$ cat config.mk
export PLATFORM = sky130hd
export DESIGN_NAME = nax_core
export DESIGN_NICKNAME = d
export VERILOG_FILES = /design/src/nax_pkg.sv /design/src/nax_core.sv
export SDC_FILE = /design/constraint.sdc
export NUM_CORES = 1
export LEC_CHECK = 0
export BUFFER_PORTS_ARGS = -buffer_cell sky130_fd_sc_hd__buf_2
export CAP_MARGIN = 20
export CORE_UTILIZATION = 49
export DETAILED_ROUTE_END_ITERATION = 10
export PLACE_DENSITY = 0.75
export SYNTH_ARGS = -nofsm -noshare
export SYNTH_HDL_FRONTEND = slang
export SYNTH_SLANG_ARGS = --single-unit
$ cat constraint.sdc
create_clock -name i_core_clk -period 2.3 [get_ports i_core_clk]
set_clock_uncertainty 0.15 [all_clocks]
set_input_delay 0.115 -clock i_core_clk [delete_from_list [all_inputs] [get_ports i_core_clk]]
set_output_delay 0.115 -clock i_core_clk [all_outputs]
set_load 0.005 [all_outputs]
$ cat src/nax_pkg.sv
package nax_pkg;
	// Opcodes (first byte; OP_OR2 is the byte after OP_PFX)
	localparam logic [7:0] OP_ASC   = 8'h30;
	localparam logic [7:0] OP_ADD   = 8'h31;
	localparam logic [7:0] OP_RC    = 8'h32;
	localparam logic [7:0] OP_PFX   = 8'h33;
	localparam logic [7:0] OP_SC    = 8'h22;
	localparam logic [7:0] OP_XOR   = 8'h02;
	localparam logic [7:0] OP_ADT   = 8'h4A;
	localparam logic [7:0] OP_COMPLEMENT_SUM_SKIP  = 8'h10;
	localparam logic [7:0] OP_ZERO_ACC_OP  = 8'h00;
	localparam logic [7:0] OP_COMP  = 8'h40;
	localparam logic [7:0] OP_NOP   = 8'h44;
	localparam logic [7:0] OP_JID   = 8'hFF;
	localparam logic [7:0] OP_OR2   = 8'h1A;
	// Opcode groups: IMMEDIATE_SUM_SKIP 0x5y (y!=0), DIRECT_JUMP_OP 0x6x with 0..7 in low bits
	localparam logic [3:0] HI_IMMEDIATE_SUM_SKIP  = 4'h5;
	localparam logic [4:0] HI_JMP   = 5'h0C;
	// Constants
	localparam logic [3:0] TEN      = 4'hA;
	localparam logic [3:0] ACC_RST  = 4'h0;
	localparam logic [10:0] PC_RST  = 11'h000;
	// Device groups
	localparam logic [1:0] GRP_1    = 2'd0;
	localparam logic [1:0] GRP_3    = 2'd2;
	// Instruction cycle divider
	localparam int CORE_MHZ         = 250;
	localparam int ICYC_NS          = 4000;
	localparam int ICYC_CLKS        = ICYC_NS * CORE_MHZ / 1000;
endpackage

$ cat src/nax_core.sv
`timescale 1ns/1ns
// Behaviour
// - 0x30 adds A, carry and RAM; carry from bit three; skip when set
// - 0x31 adds RAM to A, carry untouched, no skip, one cycle
// - Decimal adjust adds ten to A, keeps low four bits
// - Add immediate to A, carry untouched, skip on carry out of bit three
// - Subtract adds inverted A, RAM and carry; skip on carry; absent in group one
// - Complement inverts A, carry untouched, one cycle, no skip
// - OR is 0x33 0x1A, ORs RAM into A, two cycles, group three only
// - 0x32 clears carry, A untouched, one cycle
// - 0x22 sets carry, A untouched, one cycle
// - 0x02 XORs RAM into A, carry untouched, one cycle
// - Indirect jump increments PC then loads low byte with A and RAM
// - Indirect jump then loads low byte from ROM word; two cycles
// - Increment before replacement makes block-end jumps use the next block
// - Direct jump loads eleven PC bits from address field, carry untouched
// - RAM pointer splits into row and four-bit digit fields
// - Eight-bit latch holds data for the L port
// - A met skip condition suppresses the following instruction
module nax_core
	import nax_pkg::*;
#(
	parameter int ROW_W  = 2,
	parameter int ICYC   = nax_pkg::ICYC_CLKS
)
(
	input  wire logic              i_core_clk,
	input  wire logic              i_resetn,
	input  wire logic [1:0]        i_dev_group,
	input  wire logic [10:0]       i_rom_data_pc,
	input  wire logic [7:0]        i_rom_data,
	input  wire logic [3:0]        i_ram_data,
	input  wire logic              i_l_load,
	input  wire logic [7:0]        i_l_data,
	output logic      [10:0]       o_rom_addr,
	output logic      [ROW_W-1:0]  o_register_row_field,
	output logic      [3:0]        o_digit_column_field,
	input  wire logic [ROW_W+3:0]  i_ram_ptr,
	output logic      [3:0]        o_acc,
	output logic                   o_carry,
	output logic      [7:0]        o_l_latch,
	output logic                   o_icyc_en
);
	import nax_pkg::*;

	initial
	begin
		// Divider counter is sixteen bits wide
		if (ROW_W < 1 || ROW_W > 4 || ICYC < 2 || ICYC > 65536)
			$error("nax_core: unsupported parameter");
	end

	typedef enum logic [4:0]
	{
		ST_FETCH = 5'b00001,
		ST_PFX   = 5'b00010,
		ST_JMP2  = 5'b00100,
		ST_VEC   = 5'b01000,
		ST_SKIP2 = 5'b10000
	} nax_state_t;

	nax_state_t  state_q, state_d;
	logic [3:0]  acc_q, acc_d;
	logic        c_q, c_d;
	logic        skip_q, skip_d;
	logic [10:0] pc_q, pc_d;
	logic [2:0]  jhi_q, jhi_d;
	logic [7:0]  l_q, l_d;
	logic [15:0] div_q, div_d;
	logic        tick;
	logic [7:0]  op;
	logic [4:0]  sum;

	// Four-bit add with carry in, five-bit result
	function automatic logic [4:0] add4(input logic [3:0] a, input logic [3:0] b,
		input logic ci);
		add4 = {1'b0, a} + {1'b0, b} + {4'b0, ci};
	endfunction

	// Opcodes that carry a second byte
	function automatic logic two_byte(input logic [7:0] o);
		two_byte = (o == OP_PFX) || (o[7:3] == HI_JMP);
	endfunction

	// Instruction cycle enable divider
	always_comb
	begin
		tick  = (div_q == 16'(ICYC - 1));
		div_d = tick ? 16'h0000 : div_q + 16'h0001;
	end

	assign op = i_rom_data;

	// L port latch next value
	always_comb
	begin
		l_d = i_l_load ? i_l_data : l_q;
	end

	// Pointer fields and memory operand
	assign o_register_row_field = i_ram_ptr[ROW_W+3:4];
	assign o_digit_column_field = i_ram_ptr[3:0];

	// Execute next state
	always_comb
	begin
		state_d = state_q;
		acc_d   = acc_q;
		c_d     = c_q;
		skip_d  = skip_q;
		pc_d    = pc_q;
		jhi_d   = jhi_q;
		sum     = 5'h00;
		if (tick)
		begin
			case (state_q)
				ST_FETCH:
				begin
					pc_d = pc_q + 11'h001;
					if (skip_q)
					begin
						// Suppressed opcode; a two-byte one drops its operand too
						skip_d = 1'b0;
						if (two_byte(op))
							state_d = ST_SKIP2;
					end
					else if (op == OP_ASC)
					begin
						// Add with carry; carry out sets carry and skip
						sum    = add4(acc_q, i_ram_data, c_q);
						acc_d  = sum[3:0];
						c_d    = sum[4];
						skip_d = sum[4];
					end
					else if (op == OP_ADD)
					begin
						// Plain add, carry ignored
						sum   = add4(acc_q, i_ram_data, 1'b0);
						acc_d = sum[3:0];
					end
					else if (op == OP_ADT)
					begin
						// Decimal adjust, binary add of ten
						sum   = add4(acc_q, TEN, 1'b0);
						acc_d = sum[3:0];
					end
					else if (op[7:4] == HI_IMMEDIATE_SUM_SKIP && op[3:0] != 4'h0)
					begin
						// Immediate add; carry out only skips
						sum    = add4(acc_q, op[3:0], 1'b0);
						acc_d  = sum[3:0];
						skip_d = sum[4];
					end
					else if (op == OP_COMPLEMENT_SUM_SKIP && i_dev_group != GRP_1)
					begin
						// Subtract via inverted accumulator
						sum    = add4(~acc_q, i_ram_data, c_q);
						acc_d  = sum[3:0];
						c_d    = sum[4];
						skip_d = sum[4];
					end
					else if (op == OP_ZERO_ACC_OP)
					begin
						// Clear accumulator
						acc_d = ACC_RST;
					end
					else if (op == OP_COMP)
					begin
						// One's complement
						acc_d = ~acc_q;
					end
					else if (op == OP_RC)
					begin
						// Carry reset
						c_d = 1'b0;
					end
					else if (op == OP_SC)
					begin
						// Carry set
						c_d = 1'b1;
					end
					else if (op == OP_XOR)
					begin
						// Bitwise exclusive OR with memory
						acc_d = acc_q ^ i_ram_data;
					end
					else if (op == OP_PFX)
					begin
						// Prefix; second byte decoded next cycle
						state_d = ST_PFX;
					end
					else if (op == OP_JID)
					begin
						// Increment first, then replace the low byte
						pc_d    = {pc_q[10:8] + 3'(pc_q[7:0] == 8'hFF), acc_q, i_ram_data};
						state_d = ST_VEC;
					end
					else if (op[7:3] == HI_JMP)
					begin
						// Direct jump; keep high address bits
						jhi_d   = op[2:0];
						state_d = ST_JMP2;
					end
				end
				ST_PFX:
				begin
					pc_d    = pc_q + 11'h001;
					state_d = ST_FETCH;
					if (op == OP_OR2 && i_dev_group == GRP_3)
						acc_d = acc_q | i_ram_data;
				end
				ST_JMP2:
				begin
					pc_d    = {jhi_q, op};
					state_d = ST_FETCH;
				end
				ST_VEC:
				begin
					// Vector word replaces low byte after a further increment
					pc_d    = {pc_q[10:8] + 3'(pc_q[7:0] == 8'hFF), op};
					state_d = ST_FETCH;
				end
				ST_SKIP2:
				begin
					// Operand byte of a suppressed two-byte opcode
					pc_d    = pc_q + 11'h001;
					state_d = ST_FETCH;
				end
				default:
				begin
					state_d = ST_FETCH;
				end
			endcase
		end
	end

	// Divider register
	always_ff @(posedge i_core_clk or negedge i_resetn)
	begin
		if (!i_resetn)
			div_q <= 16'h0000;
		else
			div_q <= div_d;
	end

	// L port latch register
	always_ff @(posedge i_core_clk or negedge i_resetn)
	begin
		if (!i_resetn)
			l_q <= 8'h00;
		else
			l_q <= l_d;
	end

	// Execute state registers
	always_ff @(posedge i_core_clk or negedge i_resetn)
	begin
		if (!i_resetn)
		begin
			state_q <= ST_FETCH;
			acc_q   <= ACC_RST;
			c_q     <= 1'b0;
			skip_q  <= 1'b0;
			pc_q    <= PC_RST;
			jhi_q   <= 3'h0;
		end
		else
		begin
			state_q <= state_d;
			acc_q   <= acc_d;
			c_q     <= c_d;
			skip_q  <= skip_d;
			pc_q    <= pc_d;
			jhi_q   <= jhi_d;
		end
	end

	// Outputs
	assign o_rom_addr = pc_q;
	assign o_acc      = acc_q;
	assign o_carry    = c_q;
	assign o_l_latch  = l_q;
	assign o_icyc_en  = tick;

	logic unused_ok;
	assign unused_ok = |i_rom_data_pc;
endmodule // nax_core

==> impl_metrics.json <==
{
  "clkLatencyLatePin_ns": 0.31,
  "diodes": 0,
  "core_area_um2": 7410,
  "synth_top_cell_by_area": "dfrtp_1",
  "hold_path_class": "primary input to register",
  "cts_tree": "yes",
  "rows": 31,
  "fin_crit_sh_pct": 99.5,
  "drc": 0,
  "tritoncts.num_buffers": 5,
  "finalWorstSetupSlack_ns": 0.0122,
  "fin_cells": 600,
  "syn_area_per_cell_um2": 8.85,
  "syn_nets": 500,
  "die_x_um": 90.3,
  "portBuffers": 49,
  "ff_latch_area_um2": 1230,
  "critical_path_required_ns": 2.36,
  "clock.fmax_mhz": 437,
  "die-height_um": 90.3,
  "wl_met2_um": 4800,
  "detailed_place.area_um2": 4270,
  "outcome": "complete, no violations",
  "grt_overflow": 0,
  "worstPathMaxFanout": 4,
  "slew_headroom_pct": 57.5,
  "fin_setup_tns_ns": 0,
  "place_ws_ns": 0.000594,
  "rsz0062_at_grt": "true",
  "worstMarginPinSlew_ns": 0.637,
  "top_layer_used": "met4",
  "ys.flop_type": "dfrtp_1",
  "synth_cells": 432,
  "leakagePower_uw": 0.00199,
  "hpwl_um": 7340,
  "yosys_register_bits": 49,
  "drt_iter0_drc": 356,
  "final_area_um2": 4560,
  "pwr_density_cell_nw_per_um2": 364,
  "yosys_warnings": 0,
  "antenna_found_initial": 0,
  "finalSetupViolCount": 0,
  "ys_top_cells_by_area": "dfrtp_1 (31%), ha_1 (7.2%), xor2_1 (4.4%), nand2_1 (3.4%), xnor2_1 (3.2%)",
  "drive_gt1_share_pct": 24.4,
  "critPathKind": "register to register",
  "synth_edf_count": 0,
  "met3_length_um": 661,
  "drv_cap": 0,
  "ioPinCount": 73,
  "final_antenna_net_count": 0,
  "grt_max_degree": 50,
  "gp_congestion": 1.01,
  "drtPass1Iterations": 5,
  "synth-async-reset-ratio_pct": 100,
  "grt_pass1_wl_um": 17100,
  "cp-end-kind": "register",
  "clock_tree.buffer_depth": 2,
  "drt-met1-wl_um": 4560,
  "drv_slew": 0,
  "dp.cells": 582,
  "multi_input_area_um2": 2480,
  "cts_sinks": 49,
  "worstPathArrival_ns": 2.35,
  "hold_viol_final": 0,
  "fin_crit_ns": 2.29,
  "via_per_inst": 6.03,
  "cts_root_buf": "clkbuf_8",
  "yosysMostFrequentCell": "dfrtp_1",
  "grtUsageTotal_pct": 25.8,
  "ys_seq_area_share_pct": 32.1,
  "wirelength_um": 10200,
  "ir_drop_mv": 0.223,
  "design.die.area_um2": 8160,
  "yosysUniqueCellTypes": 69,
  "syn_area_um2": 3820,
  "h-tree-depth": 2,
  "wire_per_inst_um": 17.1,
  "clk_pin_slew_worst_paths_ns": 0.10,
  "startpoint_type": "register",
  "grt_pass1_vias": 3537,
  "dr_total_vias": 3618,
  "synth_top_area_share_pct": 31.4,
  "syn_to_final_growth_pct": 19.2,
  "netlist_top_cells_count": "dfrtp_1 (48), nand2_1 (35), nor2_1 (31)",
  "fin_nets": 569,
  "initial_core_util_pct": 51.6,
  "fill_cells": 633
}
worst max-delay path: stages (launching register included):
cell,delay [ns]
dfrtp_2,0.46
ha_4,0.19
fa_2,0.61
buf_4,0.12
buf_4,0.10
nand3_2,0.06
a22o_1,0.19
nand2_1,0.06
o311a_1,0.19
a21oi_2,0.06
final cells by class:
class                           count  area share [%]
Inverter                           16            1.32
Timing Repair Buffer               90            12.7
Clock buffer                        5            1.51
Tap cell                           99            2.72
Multi-Input combinational cell    339            54.4
Clock inverter                      2           0.357
Sequential cell                    49            27.0
report_power, final:
group          switching (uW)  internal (uW)
Sequential               6.94            875
Combinational             140            115
Clock                     312            211
state kept, by name, summed over array words and instances, names as in the netlist:
signal,cells
o_l_latch,8
skip_q,1
o_rom_addr,11
state_q,5
div_q,16
jhi_q,3
o_acc,4
o_carry,1
path summary, 6_finish.rpt:
kind,slack [ns],from,to,cells after the start
worst max-delay path,0.01,o_acc[0],o_acc[3],9
worst min-delay path,0.02,i_l_load,o_l_latch[1],2
worst max register to register,0.01,o_acc[0],o_acc[3],9
worst min register to register,0.31,div_q[0],div_q[0],1
max in group asynchronous,1.26,i_resetn,o_acc[0],3
min in group asynchronous,0.29,i_resetn,o_l_latch[2],3
kinds of logic (layout without fill, tap and decap cells):
logic type	count (synthesis)	after routing	synth area share [%]
AOI/OAI and AO/OA	107	107	18.8
xor gates and xnor gates	33	33	7.56
adders and majority gates	26	26	9.30
buffers and inverters	44	113	5.40
DFF	49	49	32.1
muxes	15	15	4.35
and+or+nand+nor	158	158	22.5
cell usage in the layout, fill, tap and decap left out, types with 6 or more instances in the layout:
| master | n |
|---|---|
| nor2b_1 | 9 |
| and3_1 | 7 |
| dfrtp_1 | 45 |
| nand2_1 | 35 |
| ha_1 | 20 |
| o21ai_0 | 12 |
| a21oi_1 | 15 |
| xor2_1 | 18 |
| nand3_1 | 15 |
| o21ai_1 | 22 |
| and4_1 | 6 |
| nor3_1 | 7 |
| nor2_1 | 31 |
| dlygate4sd3_1 | 10 |
| mux2_2 | 10 |
| nand4_1 | 12 |
| buf_4 | 31 |
| inv_1 | 16 |
| buf_2 | 49 |
| xnor2_1 | 14 |
per-stage QoR:
| stage | utilization [%] | power, uW | hold slack [ns] |
|---|---|---|---|
| finish | 61.5 | 1660 | 0.0240 |
| global route | 61.5 | 1730 | 0.0438 |
| CTS | 60.3 | 1650 | 0.0342 |
| detailed placement | 57.6 | 1120 | 0.0800 |
| global placement | 57.6 | 1110 | 0.0800 |
| floorplan | - | 1020 | -0.331 |
routing by layer:
layer	GRT usage, %	vias up
met2	41.9	171
met5	0	-
met4	8.87	0
li1	-	1712
met1	34.9	1707
met3	4.04	28
timing repair:
item | 4_1_cts | 5_1_grt
pin swaps | 0 | 13
endpoints found under the hold margin | 57 | 0
setup endpoints to repair | 2 | 10
gates resized for setup | 2 | 21
hold buffers | 10 | 0
buffers inserted | 0 | 1
No activity file was read; power rests on OpenSTA's default activity.
